**config.mk**
```make
export PLATFORM = sky130hd
export DESIGN_NAME = accel_output_data_regs
export DESIGN_NICKNAME = d
export VERILOG_FILES = /design/src/verilog/accel_out_pkg.sv /design/src/verilog/sample_stream_if.sv /design/src/verilog/sample_fifo.sv /design/src/verilog/conv_sequencer.sv /design/src/verilog/accel_output_data_regs.sv
export SDC_FILE = /design/constraint.sdc
export NUM_CORES = 1
export LEC_CHECK = 0
export BUFFER_PORTS_ARGS = -buffer_cell sky130_fd_sc_hd__buf_2
export CAP_MARGIN = 20
export CORE_MARGIN = 1
export CORE_UTILIZATION = 30
export CTS_BUF_LIST = sky130_fd_sc_hd__clkbuf_16
export CTS_CLUSTER_DIAMETER = 120
export DETAILED_ROUTE_END_ITERATION = 16
export PLACE_DENSITY = 0.53
export RECOVER_POWER = 25
export SYNTH_ARGS = -nofsm -noshare
export SYNTH_HDL_FRONTEND = slang
export SYNTH_HIERARCHICAL = 1
export SYNTH_SLANG_ARGS = --single-unit
```
**constraint.sdc**
```tcl
create_clock -name core_clk -period 8.81 [get_ports core_clk]
set_clock_uncertainty 0.1 [all_clocks]
set_input_delay 1.3215 -clock core_clk [delete_from_list [all_inputs] [get_ports core_clk]]
set_output_delay 1.3215 -clock core_clk [all_outputs]
set_load 0.02 [all_outputs]
```
**src/verilog/accel_out_pkg.sv**
```systemverilog
package accel_out_pkg;
  // sample geometry
  localparam int AXIS_W = 12;
  localparam int BYTE_W = 8;
  localparam int NIBBLE_W = 4;
  localparam int ADDR_W = 8;
  localparam int SIGN_BIT = 11;
  localparam int SAMPLE_W = 4 * AXIS_W;
  // field positions of one packed sample word: temp, x, y, z from the top
  localparam int TEMP_POS = 3 * AXIS_W;
  localparam int X_POS = 2 * AXIS_W;
  localparam int Y_POS = AXIS_W;
  localparam int Z_POS = 0;
  localparam int FIFO_DEPTH = 16;
  // output register offsets
  localparam logic [ADDR_W-1:0] X_LOW_OFS = 8'h04;
  localparam logic [ADDR_W-1:0] X_HIGH_OFS = 8'h05;
  localparam logic [ADDR_W-1:0] Y_LOW_OFS = 8'h06;
  localparam logic [ADDR_W-1:0] Y_HIGH_OFS = 8'h07;
  localparam logic [ADDR_W-1:0] Z_LOW_OFS = 8'h08;
  localparam logic [ADDR_W-1:0] Z_HIGH_OFS = 8'h09;
  localparam logic [ADDR_W-1:0] ADDR_STEP = 8'h01;
  localparam logic [ADDR_W-1:0] FAST_STEP = 8'h02;
  localparam logic [BYTE_W-1:0] UNMAPPED_DATA = 8'h00;
  // spacing between conversions
  localparam int CONV_GAP_US = 40;
  localparam int CLK_FREQ_MHZ = 125;
  localparam int CONV_GAP_CYC = CONV_GAP_US * CLK_FREQ_MHZ;
  typedef enum logic [1:0] {CH_TEMP, CH_X, CH_Y, CH_Z} adc_chan_e;
endpackage

```
**src/verilog/sample_stream_if.sv**
```systemverilog
`timescale 1ns/10ps
interface sample_stream_if #(parameter int W = 8);
  logic valid;
  logic ready;
  logic [W-1:0] data;
  modport src (output valid, output data, input ready);
  modport snk (input valid, input data, output ready);
endinterface

```
**src/verilog/sample_fifo.sv**
```systemverilog
`timescale 1ns/10ps
module sample_fifo
  import accel_out_pkg::*;
#(
  parameter int WIDTH = SAMPLE_W,
  parameter int DEPTH = FIFO_DEPTH
) (
  input wire logic core_clk,
  input wire logic rstn,
  sample_stream_if.snk in_s,
  sample_stream_if.src out_s
);
  // depth must be a power of two so that the pointers wrap by themselves
  localparam int PTR_W = $clog2(DEPTH);
  localparam logic [PTR_W:0] FULL_CNT = DEPTH[PTR_W:0];
  typedef struct packed {
    logic [PTR_W-1:0] wr_ptr;
    logic [PTR_W-1:0] rd_ptr;
    logic [PTR_W:0] count;
  } fifo_state_s;
  fifo_state_s st_ff;
  fifo_state_s nxt_st;
  logic [WIDTH-1:0] mem [DEPTH];
  logic push;
  logic pop;

  // handshakes straight from the occupancy count
  assign in_s.ready = (st_ff.count != FULL_CNT);
  assign out_s.valid = (st_ff.count != '0);
  assign out_s.data = mem[st_ff.rd_ptr];
  assign push = in_s.valid & in_s.ready;
  assign pop = out_s.valid & out_s.ready;

  // pointer and count update
  always_comb begin
    nxt_st = st_ff;
    if (push) nxt_st.wr_ptr = st_ff.wr_ptr + 1'b1;
    if (pop) nxt_st.rd_ptr = st_ff.rd_ptr + 1'b1;
    if (push && !pop) nxt_st.count = st_ff.count + 1'b1;
    else if (pop && !push) nxt_st.count = st_ff.count - 1'b1;
  end

  always_ff @(posedge core_clk or negedge rstn) begin
    if (!rstn) st_ff <= '0;
    else st_ff <= nxt_st;
  end

  // storage needs no reset, the count guards it
  always_ff @(posedge core_clk) begin
    if (push) mem[st_ff.wr_ptr] <= in_s.data;
  end
endmodule

```
**src/verilog/conv_sequencer.sv**
```systemverilog
`timescale 1ns/10ps
module conv_sequencer
  import accel_out_pkg::*;
#(
  parameter int GAP_CYC = CONV_GAP_CYC
) (
  input wire logic core_clk,
  input wire logic rstn,
  input wire logic conv_start,
  input wire logic adc_done,
  input wire logic [AXIS_W-1:0] adc_result,
  output logic adc_go,
  output adc_chan_e adc_chan,
  sample_stream_if.src out_s
);
  localparam int CNT_W = $clog2(GAP_CYC + 1);
  typedef enum logic [1:0] {SEQ_IDLE, SEQ_CONVERT, SEQ_GAP, SEQ_PUSH} seq_state_e;
  typedef struct packed {
    seq_state_e state;
    adc_chan_e chan;
    logic go;
    logic [CNT_W-1:0] cnt;
    logic [AXIS_W-1:0] temp;
    logic [AXIS_W-1:0] x;
    logic [AXIS_W-1:0] y;
    logic [AXIS_W-1:0] z;
  } seq_state_s;
  seq_state_s st_ff;
  seq_state_s nxt_st;

  assign adc_go = st_ff.go;
  assign adc_chan = st_ff.chan;
  assign out_s.valid = (st_ff.state == SEQ_PUSH);
  assign out_s.data = {st_ff.temp, st_ff.x, st_ff.y, st_ff.z};

  // temp, x, y, z in turn; a frame only starts when the fifo has room
  always_comb begin
    nxt_st = st_ff;
    nxt_st.go = 1'b0;
    unique case (st_ff.state)
      SEQ_IDLE: if (conv_start && out_s.ready) begin
        nxt_st.state = SEQ_CONVERT;
        nxt_st.chan = CH_TEMP;
        nxt_st.go = 1'b1;
      end
      SEQ_CONVERT: if (adc_done) begin
        unique case (st_ff.chan)
          CH_TEMP: nxt_st.temp = adc_result;
          CH_X: nxt_st.x = adc_result;
          CH_Y: nxt_st.y = adc_result;
          CH_Z: nxt_st.z = adc_result;
        endcase
        nxt_st.state = (st_ff.chan == CH_Z) ? SEQ_PUSH : SEQ_GAP;
        nxt_st.cnt = CNT_W'(GAP_CYC - 1);
      end
      SEQ_GAP: if (st_ff.cnt == '0) begin
        if (st_ff.chan == CH_TEMP) nxt_st.chan = CH_X;
        else if (st_ff.chan == CH_X) nxt_st.chan = CH_Y;
        else nxt_st.chan = CH_Z;
        nxt_st.go = 1'b1;
        nxt_st.state = SEQ_CONVERT;
      end else begin
        nxt_st.cnt = st_ff.cnt - 1'b1;
      end
      SEQ_PUSH: if (out_s.ready) nxt_st.state = SEQ_IDLE;
    endcase
  end

  always_ff @(posedge core_clk or negedge rstn) begin
    if (!rstn) st_ff <= '{state: SEQ_IDLE, chan: CH_TEMP, default: '0};
    else st_ff <= nxt_st;
  end

  // cycles since the last finished conversion, read only by the checks
  int since_done_ff;
  always_ff @(posedge core_clk or negedge rstn) begin
    if (!rstn) since_done_ff <= 0;
    else if (adc_done) since_done_ff <= 0;
    else since_done_ff <= since_done_ff + 1;
  end
endmodule

```
**src/verilog/accel_output_data_regs.sv**
```systemverilog
`timescale 1ns/10ps
module accel_output_data_regs
  import accel_out_pkg::*;
#(
  parameter int GAP_CYC = CONV_GAP_CYC,
  parameter int DEPTH = FIFO_DEPTH
) (
  input wire logic core_clk,
  input wire logic rstn,
  input wire logic conv_start,
  input wire logic adc_done,
  input wire logic [AXIS_W-1:0] adc_result,
  output logic adc_go,
  output adc_chan_e adc_chan,
  input wire logic byte_order_select,
  input wire logic fast_read_enable,
  input wire logic rd_en,
  input wire logic [ADDR_W-1:0] rd_addr,
  input wire logic xfer_end,
  output logic [BYTE_W-1:0] rd_data,
  output logic rd_valid,
  output logic rd_hit,
  output logic [ADDR_W-1:0] next_addr,
  output logic data_ready_event_flag,
  output logic [AXIS_W-1:0] temp_value
);
  typedef struct packed {
    logic [AXIS_W-1:0] temp;
    logic [AXIS_W-1:0] x;
    logic [AXIS_W-1:0] y;
    logic [AXIS_W-1:0] z;
    logic drdy;
    logic be;
    logic burst;
    logic rd_valid;
    logic rd_hit;
    logic [BYTE_W-1:0] rd_data;
    logic [ADDR_W-1:0] next_addr;
  } out_state_s;
  out_state_s st_ff;
  out_state_s nxt_st;

  sample_stream_if #(.W(SAMPLE_W)) conv_s ();
  sample_stream_if #(.W(SAMPLE_W)) fifo_s ();

  // acquisition side: fills the fifo, stalls when it is full
  conv_sequencer #(.GAP_CYC(GAP_CYC)) u_seq (
    .core_clk(core_clk),
    .rstn(rstn),
    .conv_start(conv_start),
    .adc_done(adc_done),
    .adc_result(adc_result),
    .adc_go(adc_go),
    .adc_chan(adc_chan),
    .out_s(conv_s.src)
  );

  // decouples conversion pace from how often the host reads
  sample_fifo #(.WIDTH(SAMPLE_W), .DEPTH(DEPTH)) u_fifo (
    .core_clk(core_clk),
    .rstn(rstn),
    .in_s(conv_s.snk),
    .out_s(fifo_s.src)
  );

  // no new sample lands after a burst's first read until it ends, so only its first byte can come from an older sample
  assign fifo_s.ready = !st_ff.burst;

  logic pop;
  logic [AXIS_W-1:0] pop_x;
  logic [AXIS_W-1:0] pop_y;
  logic [AXIS_W-1:0] pop_z;
  assign pop = fifo_s.valid & fifo_s.ready;
  assign pop_x = fifo_s.data[X_POS +: AXIS_W];
  assign pop_y = fifo_s.data[Y_POS +: AXIS_W];
  assign pop_z = fifo_s.data[Z_POS +: AXIS_W];

  // one byte of an axis in the layout chosen by byte order and fast read
  function automatic logic [BYTE_W-1:0] format_byte(
    input logic [AXIS_W-1:0] v,
    input logic high,
    input logic msb_first
  );
    if (msb_first) begin
      if (high) return {v[NIBBLE_W-1:0], {NIBBLE_W{1'b0}}};
      else return v[AXIS_W-1 -: BYTE_W];
    end else begin
      if (high) return {{NIBBLE_W{v[SIGN_BIT]}}, v[SIGN_BIT -: NIBBLE_W]};
      else return v[BYTE_W-1:0];
    end
  endfunction

  // address decode of the output window
  logic sel_hit;
  logic sel_high;
  logic sel_low;
  logic [AXIS_W-1:0] sel_axis;
  always_comb begin
    sel_hit = 1'b1;
    sel_high = 1'b0;
    sel_axis = st_ff.x;
    unique case (rd_addr)
      X_LOW_OFS: sel_axis = st_ff.x;
      X_HIGH_OFS: begin
        sel_axis = st_ff.x;
        sel_high = 1'b1;
      end
      Y_LOW_OFS: sel_axis = st_ff.y;
      Y_HIGH_OFS: begin
        sel_axis = st_ff.y;
        sel_high = 1'b1;
      end
      Z_LOW_OFS: sel_axis = st_ff.z;
      Z_HIGH_OFS: begin
        sel_axis = st_ff.z;
        sel_high = 1'b1;
      end
      default: sel_hit = 1'b0;
    endcase
  end
  assign sel_low = sel_hit & !sel_high;

  // latch, read answer, flag and burst bookkeeping
  always_comb begin
    nxt_st = st_ff;
    nxt_st.rd_valid = rd_en;
    // config taken through a flop so reset gives little-endian
    nxt_st.be = byte_order_select;
    if (rd_en) begin
      nxt_st.rd_hit = sel_hit;
      nxt_st.rd_data = sel_hit
        ? format_byte(sel_axis, sel_high, st_ff.be | fast_read_enable)
        : UNMAPPED_DATA;
      // fast read hops over the high bytes, other reads step by one
      if (fast_read_enable && sel_low) nxt_st.next_addr = rd_addr + FAST_STEP;
      else nxt_st.next_addr = rd_addr + ADDR_STEP;
      if (sel_hit) nxt_st.drdy = 1'b0;
    end
    // a frame's end wins over its own first byte, so single reads leave no burst
    nxt_st.burst = (st_ff.burst | rd_en) & !xfer_end;
    // set after clear: a sample landing with a read is not lost
    if (pop) begin
      nxt_st.temp = fifo_s.data[TEMP_POS +: AXIS_W];
      nxt_st.x = pop_x;
      nxt_st.y = pop_y;
      nxt_st.z = pop_z;
      nxt_st.drdy = 1'b1;
    end
  end

  always_ff @(posedge core_clk or negedge rstn) begin
    if (!rstn) st_ff <= '0;
    else st_ff <= nxt_st;
  end

  assign rd_data = st_ff.rd_data;
  assign rd_valid = st_ff.rd_valid;
  assign rd_hit = st_ff.rd_hit;
  assign next_addr = st_ff.next_addr;
  assign data_ready_event_flag = st_ff.drdy;
  assign temp_value = st_ff.temp;
endmodule

```
==> results of run 1 <==
-- flip-flops by register name, summed over array words and instances, names as in the netlist --
signal / count
u_fifo/mem: 768
u_seq/out_s.data: 48
st_ff: 38
u_seq/st_ff: 15
u_fifo/st_ff: 13
temp_value: 12
next_addr: 8
rd_data: 8
u_seq/adc_chan: 2
data_ready_event_flag: 1
rd_hit: 1
rd_valid: 1
u_seq/adc_go: 1
-- routing by layer --
| metal | part of all wire (%) | wire length [µm] |
|---|---|---|
| met2 | 46 | 43100 |
| met3 | 5.2 | 4870 |
| met5 | 0.052 | 48 |
| met4 | 1.6 | 1490 |
| met1 | 47 | 43600 |
-- power by group through the flow --
stage	Sequential, mW	Clock, mW	Combinational, mW
finish	5.74	3.73	3.08
global route	5.80	3.98	3.33
CTS	5.79	3.81	3.06
detailed placement	5.89	0	3.05
global placement	5.85	0	3.00
floorplan	5.41	0	2.61
-- per-stage QoR --
stage          power [mW]  hold WS [ns]  area, µm²  util [%]
6_report             12.5         0.377      41400      34.0
5_1_grt              13.1         0.411      41400      34.0
4_1_cts              12.7         0.384      41300      34.0
3_5_place_dp         8.93         0.371      38500      31.6
3_3_place_gp         8.85         0.362      38400      31.5
2_1_floorplan        8.02         0.354      36800         -
-- final cells by class --
type                    instances  share of cell area [%]
inverters                      14                   0.127
clock buffers                  96                    5.81
multi-input cells             903                    21.7
flip-flops and latches        916                    64.7
repair buffers                 99                    1.62
well taps                    1625                    4.91
clock inverters                76                    1.16
-- worst max-delay path, delay by kind of cell (launching register included) --
family	cells	cell delay [ns]
muxes	1	0.26
and+or+nand+nor	2	0.94
AOI/OAI and AO/OA	2	0.47
DFF	1	1.06
buffers and inverters	2	1.23
-- cell families after synthesis --
group / synth area share, %
flip-flops: 72.7
XOR/XNOR: 0.405
AND/OR/NAND/NOR: 2.39
multiplexers: 14.4
adder cells (fa/ha/maj): 0.598
buffers and inverters: 3.29
AO/OA/AOI/OAI: 6.21
-- cell usage after synthesis, drive strengths merged (4+ instances only) --
cell / count / area share, %
edfxtp: 768 / 63
mux2i: 199 / 5.4
dfrtp: 148 / 10
buf: 135 / 2.6
mux2: 101 / 3.1
a221oi: 99 / 2.5
mux4: 96 / 5.9
nand2: 72 / 0.73
o21ai: 68 / 0.93
a22oi: 56 / 1.1
clkbuf: 50 / 0.55
nor2: 32 / 0.35
a21oi: 18 / 0.24
ha: 16 / 0.54
nand3: 15 / 0.20
inv: 14 / 0.14
xnor2: 10 / 0.24
a211oi: 9 / 0.23
a22o: 9 / 0.21
nand2b: 7 / 0.15
nor3: 7 / 0.095
or3: 7 / 0.12
xor2: 7 / 0.17
a21o: 6 / 0.12
nor2b: 6 / 0.10
nor4: 6 / 0.15
or4: 6 / 0.13
or2: 5 / 0.085
and2: 4 / 0.068
o211ai: 4 / 0.082
-- worst min path at each step --
stage	to	startpoint	cells after the start
2_1_floorplan	next_addr[0]	next_addr[0]	2
3_3_place_gp	data_ready_event_flag	data_ready_event_flag	1
3_5_place_dp	data_ready_event_flag	data_ready_event_flag	1
4_1_cts	data_ready_event_flag	data_ready_event_flag	1
5_1_grt	data_ready_event_flag	data_ready_event_flag	1
6_report	data_ready_event_flag	data_ready_event_flag	1
==> results_dict.tcl, run 1 <==
set metrics [dict create \
    status "complete, no violations" \
    port_buffers 61 \
    end_kind "flip-flop" \
    critPathLaunchType "flip-flop" \
    crit_start "u_fifo/st_ff[7]" \
    cts_tree "built" \
    core_mm2 0.122 \
    hold_viol 0 \
    drv_slew 0 \
    dpl.hpwl_um 48600 \
    drc 0 \
    syn-num-nets 2063 \
    grt_setup_unrepaired "no" \
    setup_slack_ns 4.55 \
    grt_busiest_layer "met2" \
    cts_hold_buf 0 \
    p_switching_mw 3.90 \
    start_util_pct 30.2 \
    stdcell_count 3729 \
    tightest_slew_ns 1.14 \
    insertion_delay_ns 0.66 \
    cts_made_buffers 92 \
    post-place-ws_ns 4.44 \
    dp.cells 3556 \
    cap_violations 0 \
    grtUsageMet1_pct 21.7 \
    chipWidth_um 352 \
    clkSlewWorstSetupHoldPaths_ns 0.06 \
    antenna_cells 0 \
    num-nets-final 2071 \
    slowest_delay_ns 1.06 \
    final_cell_mix "768 x edfxtp_1, 199 x mux2i_1, 144 x dfrtp_1, 100 x mux2_2" \
    die_height_um 352 \
    synth_ff_type "edfxtp_1" \
    routed_wl_um 93200 \
    synth_cell_types 73 \
    grtUsageMet2_pct 23.3 \
    criticalPathCategory "flip-flop to flip-flop" \
    r2r_start "u_fifo/st_ff[7]" \
    crit_top_cell "buf_4" \
    areaGrowthSynthToFinish_pct 12.4 \
    cts.path.max_buffers 3 \
    io_pins 62 \
    dieArea_mm2 0.124 \
    setup_viol 0 \
    rows 128 \
    synthArstFlopShare_pct 16.2 \
    dr.first_iter.drc_count 1854 \
    fin_crit_ns 4.26 \
    setup_tns_ns 0 \
    p_seq_share_pct 45.7 \
    min_period_over_period_pct 48.4 \
    yosys_warnings 6 \
    gp_congestion 0.777 \
    fill_cells 11602 \
    path_cells "nor2b_4, buf_4, buf_4, a221oi_1, a22oi_1, nand2_1, mux2_2" \
    ctsHtreeMaxLevel 3 \
    track_usage_pct 14.9 \
    power_density_mw_per_mm2 303 \
    hold_class "flip-flop to flip-flop" \
    routed_via_density 5.10 \
    drive_gt1_share_pct 22.3 \
    grt_start_max_net_pins 116 \
    relSlewSlack_pct 23.8 \
    synth_enable_flop_cells 768 \
    arrival_ns 4.70 \
    r2r_end "st_ff[25]" \
    regArea_mm2 0.0268 \
    crit_fanout 51 \
    multiInputGateArea_mm2 0.00896 \
    syn-cell-area_mm2 0.0368 \
    synth_cells 2018 \
    root_buffer "clkbuf_16" \
    ys_seq_area_share_pct 72.7 \
    fmax_mhz 235 \
    post_cts_buffers 0 \
    grt_first_pass_wirelength_um 137000 \
    syn_avg_cell_area_um2 18.2 \
    critPathRequiredTime_ns 9.25 \
    grt_pass1_vias 19553 \
    numClockSinks 916 \
    ff2ff_path_depth 7 \
    cts_resized 0 \
    peakVddDrop_mv 0.219 \
    antenna_found_initial 7 \
    routedWlPerCell_um 25.0 \
    overflow 0 \
    reg2reg_slack_ns 4.55 \
    drtAntennaViolNets 0 \
    synth-seq-cells 916 \
    gr-usage-met3_pct 2.47 \
    p_int_mw 8.65 \
    combPwrFrac_pct 24.5 \
    critPathCapture "st_ff[25]" \
    drt_pass1_iterations 7 \
    sw_frac_of_total_pct 31.0 \
    clockPowerShare_pct 29.8 \
    slowest_stage "dfrtp_4" \
    p_leak_nw 14.8 \
    mostFrequentLayoutCell "edfxtp_1" \
    detailroute.via_count 19026 \
]
Power figures use the tool's default switching activity.
==> run 2: changes to the inputs <==
--- a/config.mk
+++ b/config.mk
@@ -5,6 +5,7 @@
 export SDC_FILE = /design/constraint.sdc
 export NUM_CORES = 1
 export LEC_CHECK = 0
+export ABC_AREA = 1
 export BUFFER_PORTS_ARGS = -buffer_cell sky130_fd_sc_hd__buf_2
 export CAP_MARGIN = 20
 export CORE_MARGIN = 1
@@ -12,7 +13,7 @@
 export CTS_BUF_LIST = sky130_fd_sc_hd__clkbuf_16
 export CTS_CLUSTER_DIAMETER = 120
 export DETAILED_ROUTE_END_ITERATION = 16
-export PLACE_DENSITY = 0.53
+export PLACE_DENSITY = 0.55
 export RECOVER_POWER = 25
 export SYNTH_ARGS = -nofsm -noshare
 export SYNTH_HDL_FRONTEND = slang
==> constraint.sdc (replaced) <==
create_clock -name core_clk -period 3.7 [get_ports core_clk]
set_clock_uncertainty 0.1 [all_clocks]
set_input_delay 0.555 -clock core_clk [delete_from_list [all_inputs] [get_ports core_clk]]
set_output_delay 0.555 -clock core_clk [all_outputs]
set_load 0.02 [all_outputs]
==> results_dict.tcl, run 2 <==
set metrics [dict create \
    numClockSinks 916 \
    yosys_warnings 6 \
    syn-num-nets 3905 \
    holdPathStages 3 \
    largest_reg_flops 768 \
    grt_start_max_net_pins 163 \
    synthTopCellsByCount "1379 x nand2_1, 768 x edfxtp_1, 378 x nand3_1" \
    routed_via_density 4.54 \
    core_mm2 0.131 \
    yosys.area.top_type "edfxtp_1" \
    top_register "u_fifo/mem" \
    gr-usage-met3_pct 2.74 \
    port_buffers 61 \
    hold_class "input pin to flip-flop" \
    min_period_over_period_pct 72.5 \
    root_buffer "clkbuf_16" \
    synth.most_common_cell "nand2_1" \
    dp.cells 5488 \
    dpl.hpwl_um 57000 \
    fin_crit_ns 2.68 \
    critPathRequiredTime_ns 3.89 \
    dr.first_iter.drc_count 2098 \
    dieArea_mm2 0.134 \
    gp_congestion 0.761 \
    fin_util_pct 33.9 \
    grtUsageMet2_pct 24.0 \
    stdcell_count 5666 \
    drc 0 \
    routedWlPerCell_um 18.4 \
    setup_tns_ns 0 \
    routed_wl_um 104000 \
    drv_slew 0 \
    num-nets-final 3876 \
    ff2ff_path_depth 7 \
    clkSlewWorstSetupHoldPaths_ns 0.06 \
    detailroute.via_count 25721 \
    synth_cells 3860 \
    syn-cell-area_mm2 0.0397 \
    start_util_pct 30.2 \
    insertion_delay_ns 0.69 \
    final_cell_mix "1378 x nand2_1, 768 x edfxtp_1, 378 x nand3_1, 371 x inv_1, 355 x nor2_1" \
    grtUsageMet1_pct 22.2 \
    ctsHtreeMaxLevel 3 \
    grt_first_pass_wirelength_um 157000 \
    cts_resized 0 \
    cap_violations 0 \
    areaGrowthSynthToFinish_pct 12.3 \
    synth_enable_flop_cells 768 \
    hold_viol 0 \
    relSlewSlack_pct 27.9 \
    regArea_mm2 0.0268 \
    ys_seq_area_share_pct 67.4 \
    grt_pass1_vias 24554 \
    synthArstFlopShare_pct 16.2 \
    cts.path.max_buffers 3 \
    synth_ff_type "edfxtp_1" \
    critPathLaunchType "flip-flop" \
    arrival_ns 2.87 \
    fill_cells 13198 \
    end_kind "flip-flop" \
    tightest_slew_ns 1.08 \
    chipWidth_um 366 \
    rows 133 \
    overflow 0 \
    io_pins 62 \
    mostFrequentLayoutCell "nand2_1" \
    grt_busiest_layer "met2" \
    power_density_mw_per_mm2 732 \
    cts_tree "built" \
    synthTopCellsByArea "edfxtp_1 58%, nand2_1 13%, dfrtp_1 9.3%" \
    synth-seq-cells 916 \
    multiInputGateArea_mm2 0.0102 \
    cts_made_buffers 92 \
    setup_viol 0 \
    antenna_found_initial 3 \
    grt_setup_unrepaired "no" \
    die_height_um 366 \
    fmax_mhz 373 \
    peakVddDrop_mv 0.840 \
    synth_cell_types 36 \
    drtAntennaViolNets 0 \
    p_leak_nw 18.4 \
    criticalPathCategory "flip-flop to flip-flop" \
    syn_avg_cell_area_um2 10.3 \
    track_usage_pct 15.4 \
    drt_pass1_iterations 6 \
    synth.top_cell.area_share_pct 58.0 \
    drive_gt1_share_pct 9.39 \
    status "complete, no violations" \
    crit_fanout 39 \
]
-- run 2: cell count changes in the layout (fill, tap and decap cells not counted), moves of 11 or more --
cell,before,now
o21ai_0,62,28
buf_4,30,47
a221oi_1,89,0
buf_12,3,15
inv_1,41,371
a22oi_1,56,0
a21oi_1,18,40
mux2i_1,199,0
mux4_2,96,0
nor2_4,13,24
nor2_1,18,355
nand2_1,72,1378
mux2_2,100,49
nand3_1,14,378
-- run 2: cell families after synthesis --
logic type	share of synthesized area, %
xor gates and xnor gates	0.331
and+or+nand+nor	22.0
adders and majority gates	0.554
buffers and inverters	7.24
AOI/OAI and AO/OA	1.08
muxes	1.39
DFF	67.4
-- run 2: routing by layer --
metal / share of wire (%) / routed length, µm
met5: 0.012 / 13
met4: 2.0 / 2080
met3: 5.7 / 5920
met2: 45 / 46600
met1: 48 / 49500
-- run 2: stage by stage --
stage	hold WS, ns	worst slack (ns)	cell area, µm²	power, mW
2_1_floorplan	0.159	0.141	39700	20.4
3_3_place_gp	0.357	1.11	41600	23.5
3_5_place_dp	0.360	1.02	41600	23.6
4_1_cts	0.0558	0.985	44600	33.0
5_1_grt	0.0694	0.825	44600	34.5
6_report	0.109	1.02	44600	32.7
-- run 2: repair_timing --
item                      CTS  global route
hold endpoints to repair   70             0
setup buffers               0             0
hold buffers                4             0
-- run 2: report_power, final --
group / switching (mW) / internal [mW] / leakage (nW) / total [mW]
clock: 4.06 / 5.34 / 1.55 / 9.40
sequential: 1.26 / 12.7 / 8.73 / 13.9
combinational: 6.46 / 2.86 / 8.09 / 9.32
total: 11.8 / 20.9 / 18.4 / 32.7
-- run 2: path summary, 6_finish.rpt --
check | start | end | slack (ns)
setup / recovery | u_fifo/st_ff[0] | u_fifo/mem[11][28] | 1.02
hold / removal | fast_read_enable | next_addr[0] | 0.11
setup reg to reg | u_fifo/st_ff[0] | u_fifo/mem[11][28] | 1.02
hold reg to reg | next_addr[1] | next_addr[1] | 0.37
max in group asynchronous | rstn | st_ff[48] | 2.21
min in group asynchronous | rstn | st_ff[18] | 0.37
-- run 2: area by class of cell --
class / instances / share of cell area, %
inverter: 369 / 3.14
multi-input combinational: 2325 / 22.9
clock buffer: 96 / 5.38
timing repair buffer: 127 / 2.25
tap: 1755 / 4.92
antenna: 1 / 0.00561
clock inverter: 77 / 1.40
sequential: 916 / 60.0
-- run 2: critical path, stage by stage, from the launching register on --
cell	delay, ns
dfrtp_1	0.43
inv_1	0.09
nand4_1	0.14
nand2_1	0.16
inv_1	0.24
nand2_1	0.28
nor2_4	0.16
buf_4	0.65
==> run 3: changes to the inputs <==
--- a/config.mk
+++ b/config.mk
@@ -13,7 +13,7 @@
 export CTS_BUF_LIST = sky130_fd_sc_hd__clkbuf_16
 export CTS_CLUSTER_DIAMETER = 120
 export DETAILED_ROUTE_END_ITERATION = 16
-export PLACE_DENSITY = 0.55
+export PLACE_DENSITY = 0.53
 export RECOVER_POWER = 25
 export SYNTH_ARGS = -nofsm -noshare
 export SYNTH_HDL_FRONTEND = slang
==> constraint.sdc (replaced) <==
create_clock -name core_clk -period 2.6 [get_ports core_clk]
set_clock_uncertainty 0.1 [all_clocks]
set_input_delay 0.39 -clock core_clk [delete_from_list [all_inputs] [get_ports core_clk]]
set_output_delay 0.39 -clock core_clk [all_outputs]
set_load 0.02 [all_outputs]
==> results_dict.tcl, run 3 (synthesis gave the netlist of run 2 again) <==
set metrics [dict create \
    status "finished, violations left" \
    path_delay_family "simple AND/OR/NAND/NOR gates" \
    mostFrequentLayoutCell "nand2_1" \
    top_register "u_fifo/mem" \
    post_cts_buffers 0 \
    power_density_mw_per_mm2 1030 \
    largest_reg_flops 768 \
    holdPathEnd "u_seq/out_s.data[20]" \
    path_cells "nor2_1, nand4_1, nand2_1, inv_1, ha_1, inv_1, ha_1, nand2_1, nand3_1, nand3_1, nand2_1, nand2_1, nand2_1" \
    numClockSinks 916 \
    r2r_end "u_fifo/st_ff[4]" \
    drv_slew 55 \
    setup_slack_ns 0.236 \
    drtAntennaViolNets 0 \
    dpl.hpwl_um 58500 \
    critPathLaunchType "flip-flop" \
    tightest_slew_ns 1.92 \
    detailroute.via_count 25815 \
    holdPathStages 3 \
    fin_crit_ns 2.36 \
    fmax_mhz 423 \
    antenna_found_initial 4 \
    rows 133 \
    start_util_pct 30.2 \
    ff2ff_path_depth 13 \
    post-place-ws_ns 0.279 \
    critPathRequiredTime_ns 3.05 \
    r2r_start "u_fifo/st_ff[1]" \
    drc 0 \
    num-nets-final 3919 \
    stdcell_area_mm2 0.0452 \
    place_area_mm2 0.0421 \
    hold_viol 0 \
    routed_via_density 4.52 \
    hold_class "input pin to flip-flop" \
    dieArea_mm2 0.134 \
    final_cell_mix "1378 x nand2_1, 768 x edfxtp_1, 381 x inv_1, 378 x nand3_1, 355 x nor2_1" \
    criticalPathCategory "flip-flop to flip-flop" \
    cts_made_buffers 97 \
    port_buffers 61 \
    min_from "adc_result[8]" \
    drt_pass1_iterations 7 \
    critical_path_buf_inv_count 2 \
    cts.path.max_buffers 3 \
    drive_gt1_share_pct 9.80 \
    slowest_stage "dfrtp_1" \
    gp_congestion 0.791 \
    relSlewSlack_pct -28.1 \
    crit_fanout 7 \
    min_period_over_period_pct 90.9 \
    peakVddDrop_mv 0.675 \
    cts_tree "built" \
    setup_tns_ns 0 \
    grt_pass1_vias 24445 \
    arrival_ns 2.82 \
    clkSlewWorstSetupHoldPaths_ns 0.06 \
    cts_resized 0 \
    total_power_mw 46.7 \
    insertion_delay_ns 0.69 \
    io_pins 62 \
    routedWlPerCell_um 18.1 \
    reg2reg_slack_ns 0.24 \
    crit_top_cell "nand2_1" \
    p_leak_nw 18.7 \
    fin_util_pct 34.4 \
    dr.first_iter.drc_count 2279 \
    track_usage_pct 15.3 \
    end_kind "flip-flop" \
    chipWidth_um 366 \
    ctsHtreeMaxLevel 3 \
    areaGrowthSynthToFinish_pct 13.7 \
    overflow 0 \
    grt_first_pass_wirelength_um 156000 \
    violations "capacitance limit, slew limit" \
    cap_violations 1 \
    slowest_delay_ns 0.43 \
    die_height_um 366 \
    root_buffer "clkbuf_16" \
    routed_wl_um 104000 \
    setup_viol 0 \
    grt_setup_unrepaired "no" \
    grt_start_max_net_pins 87 \
    core_mm2 0.131 \
]
-- run 3: worst max-delay path by stage --
stage	start	endpoint	depth (start not counted)
after global placement	u_fifo/st_ff[1]	u_fifo/st_ff[4]	12
after detailed placement	u_fifo/st_ff[1]	u_fifo/st_ff[4]	13
after CTS	u_fifo/st_ff[1]	u_fifo/st_ff[4]	13
final	u_fifo/st_ff[1]	u_fifo/st_ff[4]	13
after global routing	u_fifo/st_ff[1]	u_fifo/st_ff[4]	13
after floorplan	u_fifo/st_ff[0]	u_fifo/mem[0][0]	6
-- run 3: tightest hold or removal path, cell delays in order --
cell     delay, ns
buf_2         0.07
inv_1         0.17
a21oi_1       0.18
-- run 3: power breakdown --
group	switching, mW	internal (mW)
clock	5.80	7.28
sequential	1.70	18.0
combinational	9.47	4.42
total	17.0	29.7
-- run 3: cell type report --
cell class                 count  area, µm²
clock buffer                  97       2430
inverter                     369       1400
tap                         1755       2200
sequential                   916      26800
clock inverter                86        551
multi-input combinational   2325      10200
fill                       13214      86300
timing repair buffer         165       1600
antenna                        2       5.00
-- run 3: repair_timing --
action                                  in CTS  in global routing
endpoints found under the setup margin       0                  0
hold endpoints to repair                    65                  0
hold buffers                                14                  0
-- run 3: stage by stage --
stage,std cells,hold slack [ns]
3_5_place_dp,5516,0.328
6_report,5715,0.0863
4_1_cts,5713,0.0329
2_1_floorplan,3860,-0.00559
5_1_grt,5713,0.0472
3_3_place_gp,5516,0.324
-- run 3: layer usage --
metal  up-vias  track usage, %  wire, µm
li1      12491               -         -
met5         -               0         0
met4         0            3.52      1970
met1     12583            22.2     49600
met3       143            2.32      5130
met2       598            24.1     47000
